===== src/include/squib_framer_defs.vh =====
// Constants for the squib driver SPI response framer.
// Assumes inclusion by bare name from design files; definitions only.
`ifndef SQUIB_FRAMER_DEFS_VH
`define SQUIB_FRAMER_DEFS_VH

// Frame geometry
`define FRAME_BITS 5'h10
`define BIT_CNT_MAX 5'h1f
`define BIT_CNT_ZERO 5'h00
`define BIT_CNT_ONE 5'h01

// Field positions of incoming and outgoing frames
`define MODE_MSB 15
`define MODE_LSB 14
`define RW_BIT 13
`define ADDR_MSB 12
`define ADDR_LSB 8
`define DATA_MSB 7
`define DATA_LSB 0
`define RUN_BIT 12
`define SBL_MODIFY_BIT 9
`define SBL_ENABLE_BIT 8
`define DIAG_SBL_BIT 9
`define DIAG_MOS_BIT 8
`define ARM_MSB 11
`define ARM_LSB 8
`define TX_NEXT_BIT 14

// Mode codes: responses and incoming messages
`define RESP_REGISTER 2'h0
`define RESP_COMMAND 2'h1
`define RESP_FAULT 2'h2
`define RESP_STATUS 2'h3
`define MSG_REGISTER 2'h0
`define MSG_COMMAND 2'h1
`define MSG_DIAG 2'h2
`define MSG_MONITOR 2'h3

// Reset and fill values
`define FRAME_ZERO 16'h0000
`define FAULT_FILL 14'h0000
`define BYTE_ZERO 8'h00
`define ADDR_ZERO 5'h00
`define HDR_ZERO 6'h00
`define CNT_ZERO 32'h0000_0000
`define CNT_ONE 32'h0000_0001
`define DONT_CARE_BIT 1'b0

// Timing
`define SYS_CLK_KHZ 25000
`define KHZ_PER_MHZ 1000
`define DEPLOY_SHORT_US 2000
`define DEPLOY_LONG_US 4000
`define ARM_DEGLITCH_CYCLES 8'h10
`define DEGLITCH_CNT_W 8

`endif


===== src/input_deglitch.v =====
// Two-flop synchroniser followed by a stability filter for one pin.
// Assumes the pin is asynchronous to sys_clk and STABLE_CYCLES is at least 1.
`timescale 1ns/100ps

module input_deglitch #(
	parameter CNT_W = 8,
	parameter [CNT_W-1:0] STABLE_CYCLES = 16
) (
	input wire sys_clk,
	input wire rst,
	input wire pin_in,
	output reg level_out
);

	localparam [CNT_W-1:0] CNT_ONE = {{(CNT_W-1){1'b0}}, 1'b1};
	localparam [CNT_W-1:0] CNT_ZERO = {CNT_W{1'b0}};
	localparam [CNT_W-1:0] STABLE_LAST = STABLE_CYCLES - CNT_ONE;

	reg sync1_reg;
	reg sync2_reg;
	reg [CNT_W-1:0] stable_cnt_reg;

	// First stage is read only by the second stage
	always @(posedge sys_clk or posedge rst) begin
		if (rst) begin
			sync1_reg <= 1'b0;
			sync2_reg <= 1'b0;
		end else begin
			sync1_reg <= pin_in;
			sync2_reg <= sync1_reg;
		end
	end

	// Output moves only after the new level held for the whole filter time
	always @(posedge sys_clk or posedge rst) begin
		if (rst) begin
			stable_cnt_reg <= CNT_ZERO;
			level_out <= 1'b0;
		end else if (sync2_reg == level_out) begin
			stable_cnt_reg <= CNT_ZERO;
		end else if (stable_cnt_reg == STABLE_LAST) begin
			stable_cnt_reg <= CNT_ZERO;
			level_out <= sync2_reg;
		end else begin
			stable_cnt_reg <= stable_cnt_reg + CNT_ONE;
		end
	end

endmodule


===== src/squib_spi_response_framer.v =====
// SPI frame receiver, command decoder and 16-bit response framer.
// Assumes SPI mode 0 from the host (sample on SCLK rise, shift on fall) with
// SCLK at least four sys_clk periods per phase; all pins are asynchronous.
`timescale 1ns/100ps
`include "squib_framer_defs.vh"

module squib_spi_response_framer #(
	parameter DEPLOY_SHORT_CYCLES = `DEPLOY_SHORT_US * `SYS_CLK_KHZ / `KHZ_PER_MHZ,
	parameter DEPLOY_LONG_CYCLES = `DEPLOY_LONG_US * `SYS_CLK_KHZ / `KHZ_PER_MHZ,
	parameter [`DEGLITCH_CNT_W-1:0] ARM_DEGLITCH_CYCLES = `ARM_DEGLITCH_CYCLES
) (
	input wire sys_clk,
	input wire rst,
	input wire spi_cs_n,
	input wire spi_sclk,
	input wire spi_mosi,
	output reg spi_miso,
	output wire spi_miso_oe,
	input wire deploy_enable_input,
	input wire arm_pair_zero_one,
	input wire arm_pair_two_three,
	input wire arm_pair_four_five,
	input wire arm_pair_six_seven,
	input wire [3:0] arm_stretch_active,
	input wire deploy_long_time,
	input wire [7:0] fault_report_channel_mask,
	input wire [7:0] diag_fault,
	input wire [7:0] diag_busy,
	input wire [7:0] reg_rdata,
	output reg reg_access,
	output reg reg_write,
	output reg [4:0] reg_addr,
	output reg [7:0] reg_wdata,
	output reg diag_start,
	output reg [7:0] diag_channels,
	output reg diag_sbl_test,
	output reg diag_mos_test,
	output reg sbl_enable,
	output reg [7:0] deploy_drive,
	output reg deploy_busy
);

	// Frame sequencer states, one-hot
	localparam [2:0] SEQ_IDLE = 3'h1;
	localparam [2:0] SEQ_FRAME = 3'h2;
	localparam [2:0] SEQ_EVAL = 3'h4;

	reg [2:0] state_reg;
	reg [2:0] state_next;
	reg cs_s1_reg;
	reg cs_s2_reg;
	reg cs_prev_reg;
	reg sclk_s1_reg;
	reg sclk_s2_reg;
	reg sclk_prev_reg;
	reg mosi_s1_reg;
	reg mosi_s2_reg;
	reg [15:0] rx_reg;
	reg [15:0] tx_reg;
	reg [4:0] bit_cnt_reg;
	reg [1:0] resp_kind_reg;
	reg [5:0] resp_hdr_reg;
	reg [7:0] cmd_deploy_reg;
	reg [7:0] success_reg;
	reg [7:0] success_next;
	reg [7:0] success_set;
	reg [7:0] success_clr;
	reg [31:0] deploy_cnt_reg;
	reg deploy_long_reg;
	reg [15:0] response_word;
	wire [7:0] accepted_deploy;
	wire cs_fall;
	wire cs_rise;
	wire sclk_rise;
	wire sclk_fall;
	wire frame_active;
	wire frame_ok;
	wire [1:0] rx_mode;
	wire deploy_enable_level;
	wire [3:0] arm_raw;
	wire [3:0] arm_filtered;
	wire [3:0] arm_status;
	wire diag_fault_flag;
	wire diag_done_flag;
	wire [31:0] deploy_last;

	// Arming pins in bit order of the response field, 6/7 highest
	assign arm_raw = {arm_pair_six_seven, arm_pair_four_five,
		arm_pair_two_three, arm_pair_zero_one};
	genvar gi;
	generate
		for (gi = 0; gi < 4; gi = gi + 1) begin : g_arm
			input_deglitch #(
				.CNT_W(`DEGLITCH_CNT_W),
				.STABLE_CYCLES(ARM_DEGLITCH_CYCLES)
			) u_arm_filter (
				.sys_clk(sys_clk),
				.rst(rst),
				.pin_in(arm_raw[gi]),
				.level_out(arm_filtered[gi])
			);
		end
	endgenerate

	// Deploy enable shares the filter so a glitch cannot gate a deploy
	input_deglitch #(
		.CNT_W(`DEGLITCH_CNT_W),
		.STABLE_CYCLES(ARM_DEGLITCH_CYCLES)
	) u_enable_filter (
		.sys_clk(sys_clk),
		.rst(rst),
		.pin_in(deploy_enable_input),
		.level_out(deploy_enable_level)
	);

	// Stretch inputs exclude deploy-started stretches, so deploys never raise a flag
	assign arm_status = arm_filtered | arm_stretch_active;

	// Diagnostic summary bits
	assign diag_fault_flag = |(diag_fault & fault_report_channel_mask);
	assign diag_done_flag = ~(|diag_busy);

	// SPI pin synchronisers; only the second stage and its prev register feed any logic
	always @(posedge sys_clk or posedge rst) begin
		if (rst) begin
			cs_s1_reg <= 1'b1;
			cs_s2_reg <= 1'b1;
			cs_prev_reg <= 1'b1;
			sclk_s1_reg <= 1'b0;
			sclk_s2_reg <= 1'b0;
			sclk_prev_reg <= 1'b0;
			mosi_s1_reg <= 1'b0;
			mosi_s2_reg <= 1'b0;
		end else begin
			cs_s1_reg <= spi_cs_n;
			cs_s2_reg <= cs_s1_reg;
			cs_prev_reg <= cs_s2_reg;
			sclk_s1_reg <= spi_sclk;
			sclk_s2_reg <= sclk_s1_reg;
			sclk_prev_reg <= sclk_s2_reg;
			mosi_s1_reg <= spi_mosi;
			mosi_s2_reg <= mosi_s1_reg;
		end
	end

	assign cs_fall = cs_prev_reg & ~cs_s2_reg;
	assign cs_rise = ~cs_prev_reg & cs_s2_reg;
	assign sclk_rise = ~sclk_prev_reg & sclk_s2_reg;
	assign sclk_fall = sclk_prev_reg & ~sclk_s2_reg;
	assign frame_active = ~cs_s2_reg;
	assign spi_miso_oe = frame_active;

	// Outgoing word, assembled from the kind chosen by the previous frame
	always @* begin
		response_word = `FRAME_ZERO;
		response_word[`MODE_MSB:`MODE_LSB] = resp_kind_reg;
		case (resp_kind_reg)
			`RESP_REGISTER: begin
				response_word[`RW_BIT] = resp_hdr_reg[5];
				response_word[`ADDR_MSB:`ADDR_LSB] = resp_hdr_reg[4:0];
				response_word[`DATA_MSB:`DATA_LSB] = reg_rdata;
			end
			`RESP_COMMAND: begin
				response_word[`RW_BIT] = `DONT_CARE_BIT;
				response_word[`RUN_BIT] = deploy_enable_level;
				response_word[`ARM_MSB:`ARM_LSB] = arm_status;
				response_word[`DATA_MSB:`DATA_LSB] = cmd_deploy_reg;
			end
			`RESP_FAULT: begin
				response_word[13:0] = `FAULT_FILL;
			end
			default: begin
				response_word[`RW_BIT] = diag_fault_flag;
				response_word[`RUN_BIT] = diag_done_flag;
				response_word[`ARM_MSB:`ARM_LSB] = arm_status;
				response_word[`DATA_MSB:`DATA_LSB] = success_reg;
			end
		endcase
	end

	// Shift engine: sample on SCLK rise, next bit on SCLK fall. The word is taken
	// at chip-select fall so the MSB leads the first rise; reg_rdata is read then.
	always @(posedge sys_clk or posedge rst) begin
		if (rst) begin
			rx_reg <= `FRAME_ZERO;
			tx_reg <= `FRAME_ZERO;
			bit_cnt_reg <= `BIT_CNT_ZERO;
			spi_miso <= 1'b0;
		end else if (cs_fall) begin
			rx_reg <= `FRAME_ZERO;
			tx_reg <= response_word;
			bit_cnt_reg <= `BIT_CNT_ZERO;
			spi_miso <= response_word[`MODE_MSB];
		end else if (frame_active) begin
			if (sclk_rise) begin
				rx_reg <= {rx_reg[14:0], mosi_s2_reg};
				if (bit_cnt_reg != `BIT_CNT_MAX) begin
					bit_cnt_reg <= bit_cnt_reg + `BIT_CNT_ONE;
				end
			end
			if (sclk_fall) begin
				tx_reg <= {tx_reg[14:0], 1'b0};
				spi_miso <= tx_reg[`TX_NEXT_BIT];
			end
		end
	end

	// Exact length and odd parity over all sixteen bits, don't-cares included
	assign frame_ok = (bit_cnt_reg == `FRAME_BITS) & (^rx_reg);
	assign rx_mode = rx_reg[`MODE_MSB:`MODE_LSB];

	// Sequencer: a frame is judged once, in the cycle after chip select rises
	always @* begin
		state_next = state_reg;
		case (state_reg)
			SEQ_IDLE: begin
				if (cs_fall) begin
					state_next = SEQ_FRAME;
				end
			end
			SEQ_FRAME: begin
				if (cs_rise) begin
					state_next = SEQ_EVAL;
				end
			end
			SEQ_EVAL: begin
				state_next = SEQ_IDLE;
			end
			default: begin
				state_next = SEQ_IDLE;
			end
		endcase
	end

	always @(posedge sys_clk or posedge rst) begin
		if (rst) begin
			state_reg <= SEQ_IDLE;
		end else begin
			state_reg <= state_next;
		end
	end

	// Deploy gating: enable level and earlier successes both veto a channel
	assign accepted_deploy = rx_reg[`DATA_MSB:`DATA_LSB] & ~success_reg
		& {8{deploy_enable_level}};

	assign deploy_last = (deploy_long_reg ? DEPLOY_LONG_CYCLES : DEPLOY_SHORT_CYCLES)
		- `CNT_ONE;

	// Success flag update; a set in the same cycle as a clear wins
	always @* begin
		success_set = `BYTE_ZERO;
		success_clr = `BYTE_ZERO;
		if (deploy_busy && (deploy_cnt_reg == deploy_last)) begin
			success_set = deploy_drive;
		end
		if ((state_reg == SEQ_EVAL) && !deploy_busy && frame_ok &&
			(rx_mode == `MSG_MONITOR) && rx_reg[`RUN_BIT]) begin
			success_clr = rx_reg[`DATA_MSB:`DATA_LSB];
		end
		success_next = (success_reg & ~success_clr) | success_set;
	end

	// Command decode and deployment timer. One shared timer serves all
	// channels because commands are locked out until it has finished.
	always @(posedge sys_clk or posedge rst) begin
		if (rst) begin
			resp_kind_reg <= `RESP_STATUS;
			resp_hdr_reg <= `HDR_ZERO;
			cmd_deploy_reg <= `BYTE_ZERO;
			success_reg <= `BYTE_ZERO;
			deploy_cnt_reg <= `CNT_ZERO;
			deploy_long_reg <= 1'b0;
			deploy_drive <= `BYTE_ZERO;
			deploy_busy <= 1'b0;
			reg_access <= 1'b0;
			reg_write <= 1'b0;
			reg_addr <= `ADDR_ZERO;
			reg_wdata <= `BYTE_ZERO;
			diag_start <= 1'b0;
			diag_channels <= `BYTE_ZERO;
			diag_sbl_test <= 1'b0;
			diag_mos_test <= 1'b0;
			sbl_enable <= 1'b0;
		end else begin
			reg_access <= 1'b0;
			diag_start <= 1'b0;
			success_reg <= success_next;
			if (deploy_busy) begin
				if (deploy_cnt_reg == deploy_last) begin
					deploy_busy <= 1'b0;
					deploy_drive <= `BYTE_ZERO;
					deploy_cnt_reg <= `CNT_ZERO;
				end else begin
					deploy_cnt_reg <= deploy_cnt_reg + `CNT_ONE;
				end
			end
			if (state_reg == SEQ_EVAL) begin
				if (deploy_busy) begin
					resp_kind_reg <= `RESP_STATUS;
				end else if (!frame_ok) begin
					resp_kind_reg <= `RESP_FAULT;
				end else begin
					case (rx_mode)
						`MSG_REGISTER: begin
							resp_kind_reg <= `RESP_REGISTER;
							resp_hdr_reg <= rx_reg[`RW_BIT:`ADDR_LSB];
							reg_access <= 1'b1;
							reg_write <= rx_reg[`RW_BIT];
							reg_addr <= rx_reg[`ADDR_MSB:`ADDR_LSB];
							reg_wdata <= rx_reg[`DATA_MSB:`DATA_LSB];
						end
						`MSG_COMMAND: begin
							resp_kind_reg <= `RESP_COMMAND;
							cmd_deploy_reg <= accepted_deploy;
							if (|accepted_deploy) begin
								deploy_busy <= 1'b1;
								deploy_drive <= accepted_deploy;
								deploy_long_reg <= deploy_long_time;
								deploy_cnt_reg <= `CNT_ZERO;
							end
						end
						`MSG_DIAG: begin
							resp_kind_reg <= `RESP_STATUS;
							if (rx_reg[`RUN_BIT]) begin
								diag_start <= 1'b1;
								diag_channels <= rx_reg[`DATA_MSB:`DATA_LSB];
								diag_sbl_test <= rx_reg[`DIAG_SBL_BIT];
								diag_mos_test <= rx_reg[`DIAG_MOS_BIT];
							end
						end
						default: begin
							resp_kind_reg <= `RESP_STATUS;
							if (rx_reg[`RUN_BIT] && rx_reg[`SBL_MODIFY_BIT]) begin
								sbl_enable <= rx_reg[`SBL_ENABLE_BIT];
							end
						end
					endcase
				end
			end
		end
	end

endmodule


===== config.mk =====
export PLATFORM = sky130hd
export DESIGN_NAME = squib_spi_response_framer
export DESIGN_NICKNAME = d
export VERILOG_FILES = /design/src/input_deglitch.v /design/src/squib_spi_response_framer.v
export VERILOG_INCLUDE_DIRS = /design/src /design/src/include
export SDC_FILE = /design/constraint.sdc
export NUM_CORES = 1
export LEC_CHECK = 0
export BUFFER_PORTS_ARGS = -buffer_cell sky130_fd_sc_hd__buf_4
export CAP_MARGIN = 10
export CORE_MARGIN = 2
export CORE_UTILIZATION = 52
export CTS_CLUSTER_DIAMETER = 30
export DETAILED_ROUTE_END_ITERATION = 10
export PLACE_DENSITY_LB_ADDON = 0.15
export SLEW_MARGIN = 15
export SYNTH_ARGS = -nofsm -noshare
export SYNTH_HDL_FRONTEND = slang
export SYNTH_HIERARCHICAL = 1
export SYNTH_SLANG_ARGS = --single-unit

===== constraint.sdc =====
create_clock -name sys_clk -period 10.55 [get_ports sys_clk]
set_clock_uncertainty 0.2 [all_clocks]
set_input_delay 1.055 -clock sys_clk [delete_from_list [all_inputs] [get_ports sys_clk]]
set_output_delay 1.055 -clock sys_clk [all_outputs]
set_load 0.01 [all_outputs]

Yosys cells after proc, flatten, opt, wreduce, memory -nomap -nowiden

Cells that the tools add are included.

Bits in registers: 196
RAM bits: 0
Memories: 0
Word-level logic and storage cells: 201
Latch bits: 0
Output and inout port bits: 38
Memory bits (read-only): 0

Divide/modulo/power cells: 0
Eq/ne operators: 24
$lt $le $gt $ge: 0
Reductions and logical operators: 31
Bitwise gates (word level): 25
Multiply operators: 0
Mux-type cells: 63
Shift-type cells: 0
Add/sub/neg operators: 8

Operators with widths:

| kind                    | count |
|---|---|
| $mux W32                | 7 |
| $mux W8                 | 19 |
| $mux W16                | 3 |
| $mux W15                | 3 |
| $pmux W14 S3            | 1 |
| $add A8 B1 Y8 const B   | 5 |
| $eq A8 B4 Y1 const B    | 5 |
| $add A32 B1 Y32 const B | 1 |
| $and A8 B8 Y8           | 4 |
| $eq A32 B32 Y1          | 1 |
| $reduce_or A8 Y1        | 3 |
| $mux W5                 | 4 |
| $mux W1                 | 19 |
| $sub A17 B1 Y18 const B | 1 |
| $mux W17                | 1 |
| $not A8 Y8              | 2 |
| $reduce_and A2 Y1       | 8 |
| $reduce_xor A16 Y1      | 1 |
| $reduce_and A5 Y1       | 3 |
| $not A1 Y1              | 12 |
| $or A8 B8 Y8            | 1 |
| $reduce_and A4 Y1       | 2 |
| $eq A2 B2 Y1 const B    | 3 |
| $logic_and A1 B1 Y1     | 6 |
| 21 further kinds        | 36 |

Logic depth before layout (Yosys ltp)

Gate-level depths: netlist (run 1).

Word-level depth: 10
Gate-level depth with buffers: 8

Cells and area by module

Netlist (run 1), hierarchy kept.

By module, submodules not included:

| module                    | cells each | instances | area an instance (um2) |
|---|---|---|---|
| squib_spi_response_framer | 602        | 1         | 6545.0 |
| input_deglitch            | 44         | 5         | 484.2 |

Least setup slack after synthesis (run 1)

No wires, ideal clock.

Path kind: flip-flop to flip-flop
Start point: register rx_reg[14]
End point: register reg_wdata[0]
Cell stages (with the launch flop): 9
Data arrival time: 2.428 ns
Data required time: 10.225 ns
Setup time: 0.125 ns
Buffers on the path: 1
Slack: 7.798 ns
Path through: dfrtp_1 -> inv_1 -> ha_1 -> xnor2_1 -> xnor2_1 -> xnor3_2 -> nor2_1 -> buf_4 -> mux2_2

Longest elaborated chain between the ends: 3

Ends and longest elaborated chain:

| element                         | line                            | source |
|---|---|---|
| start: declaration              | squib_spi_response_framer.v:58  | `reg [15:0] rx_reg;` |
| start signal: assignment        | squib_spi_response_framer.v:185 | `` rx_reg <= `FRAME_ZERO; `` |
| start signal: assignment        | squib_spi_response_framer.v:190 | `` rx_reg <= `FRAME_ZERO; `` |
| start signal: assignment        | squib_spi_response_framer.v:196 | `rx_reg <= {rx_reg[14:0], mosi_s2_reg};` |
| $reduce_xor A16 Y1              | squib_spi_response_framer.v:209 | `` assign frame_ok = (bit_cnt_reg == `FRAME_BITS) & (^rx_reg); `` |
| $and A1 B1 Y1                   | squib_spi_response_framer.v:209 |  |
| $reduce_and A4 Y1 (no line) (*) | n/a                             |  |
| end signal: assignment          | squib_spi_response_framer.v:279 | `` reg_wdata <= `BYTE_ZERO; `` |
| end signal: assignment          | squib_spi_response_framer.v:311 | `` reg_wdata <= rx_reg[`DATA_MSB:`DATA_LSB]; `` |
| end: declaration                | squib_spi_response_framer.v:33  | `output reg [7:0] reg_wdata,` |

Mark *: on every way between the ends. The rest lies on a longest branch, timed or not.
A chain may end at the register's enable or synchronous reset.

Worst setup path after layout (run 1)

Start point: register rx_reg[14]
End point: register reg_addr[1]

Longest elaborated chain between the ends: 3

Ends and longest elaborated chain:

| element                         | line                            | source |
|---|---|---|
| $reduce_xor A16 Y1              | squib_spi_response_framer.v:209 |  |
| $and A1 B1 Y1                   | squib_spi_response_framer.v:209 |  |
| $reduce_and A4 Y1 (no line) (*) | n/a                             |  |
| end signal: assignment          | squib_spi_response_framer.v:278 | `` reg_addr <= `ADDR_ZERO; `` |
| end signal: assignment          | squib_spi_response_framer.v:310 | `` reg_addr <= rx_reg[`ADDR_MSB:`ADDR_LSB]; `` |
| end: declaration                | squib_spi_response_framer.v:32  | `output reg [4:0] reg_addr,` |

Marks and branches as above.

==> impl_metrics.tcl, run 1 <==
set metrics [dict create \
    timing.rr.end "reg_addr[1]" \
    worstPathArrival_ns 3.29 \
    io_pins 85 \
    antenna_cells 0 \
    synth_edf_count 0 \
    cts_root_buf "clkbuf_16" \
    gp_congestion 0.879 \
    postCtsSetupRepairBufs 0 \
    finish.net_count 962 \
    die_w_um 135 \
    start_util 0.526 \
    dp_hpwl_mm 14.3 \
    rows 48 \
    ys_types 60 \
    finalHoldViolCount 0 \
    first_pass_iters 5 \
    worstHoldPathCells 0 \
    yosysWarnings 6 \
    antenna_found_initial 0 \
    cts.clk_slew.worst_paths_ns 0.07 \
    finalSetupViolCount 0 \
    grt_max_degree 48 \
    grt_usage 0.232 \
    clock.fmax_mhz 315 \
    r2r-start "rx_reg[14]" \
    synth_seq_cells 190 \
    cts.htree.levels 4 \
    syn_avg_cell_area_sq_um 10.9 \
    crit_fanout 15 \
    async_flop_share 1.00 \
    wire_per_inst_um 17.7 \
    hold_end "sclk_s2_reg" \
    worst_slew_pin_slew_ns 0.859 \
    design_area_sq_um 10400 \
    ys_top_cells_by_count "184 x dfrtp_1, 73 x nor2_1, 51 x mux2i_1, 47 x nand2_1, 37 x a21oi_1" \
    leakage_uw 0.00467 \
    startpoint_type "flip-flop" \
    max_slew_margin 0.426 \
    timing.max_cap.violations 0 \
    drc 0 \
    syn_nets 882 \
    cts.path.max_buffers 2 \
    dpl-instance-area_sq_um 9820 \
    regToRegSetupSlack_ns 7.38 \
    layout_min_cycle_time_ns 3.17 \
    seq_area_frac_synth 0.531 \
    r2r_cells 7 \
    vdd_drop_max_mv 0.115 \
    hold_buffers 0 \
    synth_area_sq_um 8970 \
    syn-instance-count 822 \
    fin_total_pwr_uw 1500 \
    worstHoldStart "sclk_s1_reg" \
    dieArea_sq_um 18300 \
    setup_tns_ns 0 \
    cts_buffers 17 \
    ctsResizeCount 0 \
    end_kind "flip-flop" \
    cts.sinks 190 \
    route.vias.total 6645 \
    finalMaxSlewViolations 0 \
    vias_per_cell 5.83 \
    hp-class "flip-flop to flip-flop" \
    yosys_most_used_dff "dfrtp_1" \
    cts_tree "done" \
    fin_crit_sh 0.300 \
    run_status "finished, final reports clean" \
    drtIter0Drc 315 \
    die_h_um 135 \
    portBuffers 84 \
    routed_wl_mm 20.2 \
    power_density_nw_per_um2 145 \
    rsz0062_at_grt "false" \
    grt_pass1_wl_mm 33.6 \
    yosysMostFrequentCell "dfrtp_1" \
    instances_no_fill 1140 \
    netlist_top_cells_area "dfrtp_1 51%, mux2i_1 5.7%, xnor2_1 3.4%" \
    gr-total-overflow 0 \
    path_class "flip-flop to flip-flop" \
    placedCellCount 1108 \
    syn_to_final_growth_pct 16.1 \
    synth_largest_area_cell "dfrtp_1" \
    clk_latency_ns 0.43 \
    ant_nets 0 \
    drive_gt1_frac 0.196 \
    crit_required_ns 10.67 \
    synth_top_cell_area_share 0.514 \
    core_area_sq_um 17100 \
    grt_pass1_vias 6600 \
]
## metrics by stage
step           setup WS, ns   util  hold slack, ns
6_report               7.38  0.610           0.151
5_1_grt                7.21  0.610           0.156
4_1_cts                7.04  0.610           0.152
3_5_place_dp           7.11  0.576           0.135
3_3_place_gp           7.20  0.576           0.132
2_1_floorplan          5.69      -           0.131
## critical path: stages, from the launching register on
cell and delay (ns):
dfrtp_1 0.42, inv_1 0.11, ha_1 0.32, xnor2_1 0.23, xnor2_1 0.15, xnor3_2 0.55, nor2_2 0.66, mux2_2 0.42
## power by group
part | switching [uW] | internal, uW
registers | 24.1 | 750
logic | 47.0 | 40.6
clock network | 301 | 342
## worst max path at each step
stage	startpoint	endpoint	slack, ns	cells after the start
after floorplan	rst	bit_cnt_reg[0]	5.69	1
after global placement	rx_reg[14]	resp_hdr_reg[4]	7.20	7
after detailed placement	rx_reg[14]	reg_wdata[0]	7.11	7
after CTS	rx_reg[14]	reg_wdata[5]	7.04	7
after global routing	rx_reg[14]	reg_addr[1]	7.21	7
final	rx_reg[14]	reg_addr[1]	7.38	7
## layout by cell type (no fill, tap or decap), types with 6 or more instances in the layout
cell / count
ha_1: 13
dfrtp_1: 184
inv_1: 31
nor2_2: 7
nand3_1: 34
nor4_1: 16
nand4_1: 23
inv_6: 6
mux2i_1: 51
xor2_1: 19
xnor2_1: 35
nor2_1: 72
and2_1: 8
mux2_2: 25
a211oi_1: 7
dfstp_2: 6
o21ai_0: 31
nor3_1: 6
a221o_1: 8
nand2_1: 47
nor2b_1: 21
buf_4: 91
and3_1: 7
clkbuf_16: 17
or3_1: 18
a21oi_1: 37
a22o_1: 6
## cells by family (layout without fill, tap and decap cells)
family,count (synthesis),count (layout),synth area share
mux,82,82,0.0963
buf+inv,62,155,0.0275
simple gates,293,293,0.175
fa+ha+maj,13,13,0.0181
xor+xnor,57,57,0.0604
compound gates,125,125,0.0911
flops,190,190,0.531
## area by class of cell
class                   instances  area (sq um)
repair buffers                 91           683
well taps                     225           282
flip-flops and latches        190          4760
clock inverters                14           146
multi-input cells             570          3980
fillers                      1421          6650
inverters                      32           123
clock buffers                  18           439
## routing by layer
metal	GRT usage	up-vias	wire length, um
met5	0	-	0
met4	0.0619	0	297
met3	0.0494	27	894
met2	0.376	175	9600
met1	0.320	3331	9390
li1	-	3112	-
No activity file was read; power rests on OpenSTA's default activity.
==> run 2: changes to the inputs <==
==> constraint.sdc (replaced) <==
create_clock -name sys_clk -period 3.1 [get_ports sys_clk]
set_clock_uncertainty 0.2 [all_clocks]
set_input_delay 0.31 -clock sys_clk [delete_from_list [all_inputs] [get_ports sys_clk]]
set_output_delay 0.31 -clock sys_clk [all_outputs]
set_load 0.01 [all_outputs]
==> impl_metrics.tcl, run 2 (synthesis gave the netlist of run 1 again) <==
set metrics [dict create \
    run_status "finished, final reports clean" \
    path_class "flip-flop to flip-flop" \
    fin_total_pwr_uw 5230 \
    critPathMaxStageDelay_ns 0.55 \
    worstHoldPathCells 4 \
    place_ws_ns 0.196 \
    clk_latency_ns 0.43 \
    layout_commonest_cell "dfrtp_1" \
    die_h_um 135 \
    dp_hpwl_mm 14.6 \
    grt_max_degree 52 \
    end_kind "flip-flop" \
    startpoint "rx_reg[14]" \
    clkPwrFrac 0.436 \
    antenna_cells 0 \
    portBuffers 84 \
    finalHoldViolCount 0 \
    setup_slack_ns 0.166 \
    final-seq-area_sq_um 4760 \
    vdd_drop_max_mv 0.370 \
    start_util 0.526 \
    critPathCapture "diag_sbl_test" \
    pwr-share-comb 0.061 \
    route.vias.total 6683 \
    multiInputGateArea_sq_um 3970 \
    syn_to_final_growth_pct 18.3 \
    max_slew_margin 0.417 \
    vias_per_cell 5.78 \
    finalMaxSlewViolations 0 \
    fin_crit_sh 0.946 \
    clock.fmax_mhz 341 \
    internal_power_uw 3990 \
    antenna_found_initial 0 \
    hp-class "input pin to flip-flop" \
    rows 48 \
    power_density_nw_per_um2 493 \
    slowest_stage "xnor3_2" \
    r2r-start "rx_reg[14]" \
    routed_wl_mm 20.2 \
    startpoint_type "flip-flop" \
    hold_buffers 10 \
    fillers 1387 \
    worstPathArrival_ns 3.05 \
    crit_fanout 11 \
    timing.rr.end "diag_sbl_test" \
    dieArea_sq_um 18300 \
    layout_common_cells "184 x dfrtp_1, 96 x buf_4, 73 x nor2_1, 51 x mux2i_1, 47 x nand2_1" \
    instances_no_fill 1157 \
    cts_tree "done" \
    cts.sinks 190 \
    crit_required_ns 3.21 \
    die_w_um 135 \
    worst_slew_pin_slew_ns 0.872 \
    grt_pass1_vias 6851 \
    timing.max_cap.violations 0 \
    finalSetupViolCount 0 \
    r2r_cells 7 \
    ctsResizeCount 0 \
    drc 0 \
    cts_root_buf "clkbuf_16" \
    cts.path.max_buffers 2 \
    layout_min_cycle_time_ns 2.93 \
    crit_chain "inv_1 -> ha_1 -> xnor2_1 -> xnor2_1 -> xnor3_2 -> and4bb_2 -> mux2_2" \
    gp_congestion 0.852 \
    rsz0062_at_grt "false" \
    power_frac_seq 0.503 \
    grt_usage 0.234 \
    switching_share 0.237 \
    drtIter0Drc 382 \
    core_area_sq_um 17100 \
    finish.net_count 979 \
    drive_gt1_frac 0.197 \
    cts.htree.levels 4 \
    gr-total-overflow 0 \
    postCtsSetupRepairBufs 0 \
    leakage_uw 0.00475 \
    path_common_cell "xnor2_1" \
    io_pins 85 \
    power_switching_uw 1240 \
    regToRegSetupSlack_ns 0.17 \
    grt_pass1_wl_mm 33.9 \
    cts.clk_slew.worst_paths_ns 0.07 \
    ant_nets 0 \
    cts_buffers 17 \
    placedCellCount 1115 \
    setup_tns_ns 0 \
    first_pass_iters 5 \
    wire_per_inst_um 17.5 \
]
==> run 2: power groups by stage <==
stage / Clock [uW] / Combinational (uW) / Sequential [uW]
2_1_floorplan: 0 / 215 / 2640
3_3_place_gp: 0 / 302 / 2670
3_5_place_dp: 0 / 313 / 2680
4_1_cts: 2320 / 327 / 2630
5_1_grt: 2420 / 360 / 2640
6_report: 2280 / 321 / 2630
==> run 2: how the worst min path moves through the flow <==
stage / startpoint / end / slack (ns)
after floorplan: rst / g_arm[0].u_arm_filter/level_out / -0.04
after global placement: mosi_s1_reg / mosi_s2_reg / 0.13
after detailed placement: u_enable_filter/sync1_reg / u_enable_filter/sync2_reg / 0.14
after CTS: reg_rdata[4] / tx_reg[4] / 0.11
after global routing: arm_stretch_active[0] / tx_reg[8] / 0.14
final: arm_stretch_active[2] / tx_reg[10] / 0.12
==> run 2: cell type report <==
type                            count  share of cell area
Clock buffer                       18              0.0404
Clock inverter                     14              0.0170
Inverter                           32              0.0117
Multi-Input combinational cell    570               0.374
Sequential cell                   190               0.449
Tap cell                          225              0.0265
Timing Repair Buffer              108              0.0811
==> run 2: metrics by stage <==
stage,area [sq um],util,hold slack [ns]
3_3_place_gp,9900,0.580,0.132
5_1_grt,10600,0.622,0.137
2_1_floorplan,8970,-,-0.0376
4_1_cts,10600,0.622,0.113
6_report,10600,0.622,0.119
3_5_place_dp,9900,0.580,0.137
==> run 2: per-layer routing <==
metal  track usage  wire length, um  up-vias
met1         0.315             9110     3331
met5             0                0        -
li1              -                -     3143
met4        0.0833              424        0
met2         0.382             9770      177
met3        0.0434              935       32
==> run 2: worst max-delay path, delay by kind of cell (launching register included) <==
kind / cells / cell delay, ns
buffers and inverters: 1 / 0.12
AND/OR/NAND/NOR: 1 / 0.54
multiplexers: 1 / 0.38
flip-flops: 1 / 0.40
adder cells (fa/ha/maj): 1 / 0.31
XOR/XNOR: 3 / 0.87
==> run 3: changes to the inputs <==
--- a/config.mk
+++ b/config.mk
@@ -6,13 +6,14 @@
 export SDC_FILE = /design/constraint.sdc
 export NUM_CORES = 1
 export LEC_CHECK = 0
+export ABC_CLOCK_PERIOD_IN_PS = 3100
 export BUFFER_PORTS_ARGS = -buffer_cell sky130_fd_sc_hd__buf_4
 export CAP_MARGIN = 10
 export CORE_MARGIN = 2
 export CORE_UTILIZATION = 52
 export CTS_CLUSTER_DIAMETER = 30
 export DETAILED_ROUTE_END_ITERATION = 10
-export PLACE_DENSITY_LB_ADDON = 0.15
+export PLACE_DENSITY = 0.71
 export SLEW_MARGIN = 15
 export SYNTH_ARGS = -nofsm -noshare
 export SYNTH_HDL_FRONTEND = slang
==> impl_metrics.tcl, run 3 (synthesis gave the netlist of run 1 again) <==
set metrics [dict create \
    layout_min_cycle_time_ns 2.93 \
    cts_root_buf "clkbuf_16" \
    power_density_nw_per_um2 483 \
    gp_congestion 0.809 \
    io_pins 85 \
    grt_usage 0.228 \
    crit_fanout 11 \
    design_area_sq_um 10600 \
    end_kind "flip-flop" \
    cts_tree "done" \
    grt_max_degree 52 \
    gr-total-overflow 0 \
    cts_buffers 17 \
    ctsResizeCount 0 \
    slowest_stage "xnor3_2" \
    ant_nets 0 \
    startpoint "rx_reg[14]" \
    cts.clk_slew.worst_paths_ns 0.07 \
    clock.fmax_mhz 341 \
    dieArea_sq_um 18300 \
    run_status "finished, final reports clean" \
    finish.net_count 982 \
    cts.path.max_buffers 2 \
    hp-class "input pin to flip-flop" \
    worstPathArrival_ns 3.06 \
    finalHoldViolCount 0 \
    crit_chain "inv_1 -> ha_1 -> xnor2_1 -> xnor2_1 -> xnor3_2 -> and4bb_2 -> mux2_2" \
    leakage_uw 0.00475 \
    dp_hpwl_mm 14.0 \
    startpoint_type "flip-flop" \
    dpl-instance-area_sq_um 9940 \
    start_util 0.526 \
    core_area_sq_um 17100 \
    vdd_drop_max_mv 0.409 \
    drc 0 \
    finalSetupViolCount 0 \
    wire_per_inst_um 17.0 \
    cts.htree.levels 4 \
    regToRegSetupSlack_ns 0.17 \
    timing.max_cap.violations 0 \
    drtIter0Drc 352 \
    finalMaxSlewViolations 0 \
    path_class "flip-flop to flip-flop" \
    max_slew_margin 0.429 \
    syn_to_final_growth_pct 18.5 \
    r2r-start "rx_reg[14]" \
    cts.sinks 190 \
    vias_per_cell 5.63 \
    grt_pass1_wl_mm 32.9 \
    rsz0062_at_grt "false" \
    die_w_um 135 \
    grt_pass1_vias 6421 \
    worst_slew_pin_slew_ns 0.854 \
    antenna_cells 0 \
    first_pass_iters 5 \
    critPathCapture "diag_channels[5]" \
    utilization 0.623 \
    rows 48 \
    antenna_found_initial 0 \
    drive_gt1_frac 0.201 \
    portBuffers 84 \
    die_h_um 135 \
    fin_crit_sh 0.945 \
    layout_commonest_cell "dfrtp_1" \
    layout_common_cells "184 x dfrtp_1, 98 x buf_4, 73 x nor2_1, 51 x mux2i_1, 47 x nand2_1" \
    routed_wl_mm 19.8 \
    fillers 1455 \
    critPathMaxStageDelay_ns 0.55 \
    route.vias.total 6536 \
    path_common_cell "xnor2_1" \
    timing.rr.end "diag_channels[5]" \
    clk_latency_ns 0.44 \
    crit_required_ns 3.23 \
    setup_tns_ns 0 \
    postCtsSetupRepairBufs 0 \
    r2r_cells 7 \
    worstHoldPathCells 5 \
]
## run 3: changes by cell type in the layout (fill, tap and decap cells not counted), moves of 2 or more
cell / delta
buf_4: +2
bufinv_16: -2
clkinv_4: +2
inv_6: -2
## run 3: where the power goes
part	switching, uW	total (uW)	internal, uW
registers	68.4	2620	2550
logic	181	334	153
clock network	1040	2170	1130
total	1290	5130	3840
## run 3: worst min path at each step
stage | to | startpoint | slack, ns
6_report | tx_reg[2] | reg_rdata[2] | 0.09
5_1_grt | tx_reg[5] | reg_rdata[5] | 0.12
4_1_cts | tx_reg[10] | arm_stretch_active[2] | 0.09
3_5_place_dp | u_enable_filter/sync2_reg | u_enable_filter/sync1_reg | 0.13
3_3_place_gp | sclk_s2_reg | sclk_s1_reg | 0.13
2_1_floorplan | g_arm[0].u_arm_filter/level_out | rst | -0.04
## run 3: layout make-up
class / count / area, sq um / area share
clock inverters: 15 / 155 / 0.0146
clock buffers: 17 / 425 / 0.0400
repair buffers: 111 / 896 / 0.0843
inverters: 32 / 124 / 0.0117
multi-input cells: 570 / 3980 / 0.375
well taps: 225 / 282 / 0.0265
flip-flops and latches: 190 / 4760 / 0.448
## run 3: routing by layer
metal / GRT usage / wire length [um] / vias to the layer above
met4: 0.0613 / 322 / 0
met3: 0.0606 / 983 / 24
met2: 0.350 / 8920 / 158
li1: - / - / 3145
met1: 0.325 / 9540 / 3209
met5: 0 / 0 / -
## run 3: stage by stage
stage | cells | hold slack [ns] | power, uW | setup WS [ns]
6_report | 1160 | 0.0881 | 5130 | 0.172
3_5_place_dp | 1118 | 0.135 | 3000 | 0.206
4_1_cts | 1160 | 0.0887 | 5170 | 0.191
5_1_grt | 1160 | 0.118 | 5320 | 0.0192
3_3_place_gp | 1118 | 0.132 | 2990 | 0.252
2_1_floorplan | 822 | -0.0376 | 2860 | 0.348
## run 3: timing repair
item                                    in CTS  in global routing
endpoints found under the setup margin       0                  0
hold buffers                                10                  0
endpoints found under the hold margin       92                  0
## run 3: worst max-delay path: cells and delay by family (launching register included)
kind / cells / cell delay [ns]
flip-flops: 1 / 0.40
adder cells (fa/ha/maj): 1 / 0.32
XOR/XNOR: 3 / 0.86
AND/OR/NAND/NOR: 1 / 0.54
buffers and inverters: 1 / 0.12
multiplexers: 1 / 0.38
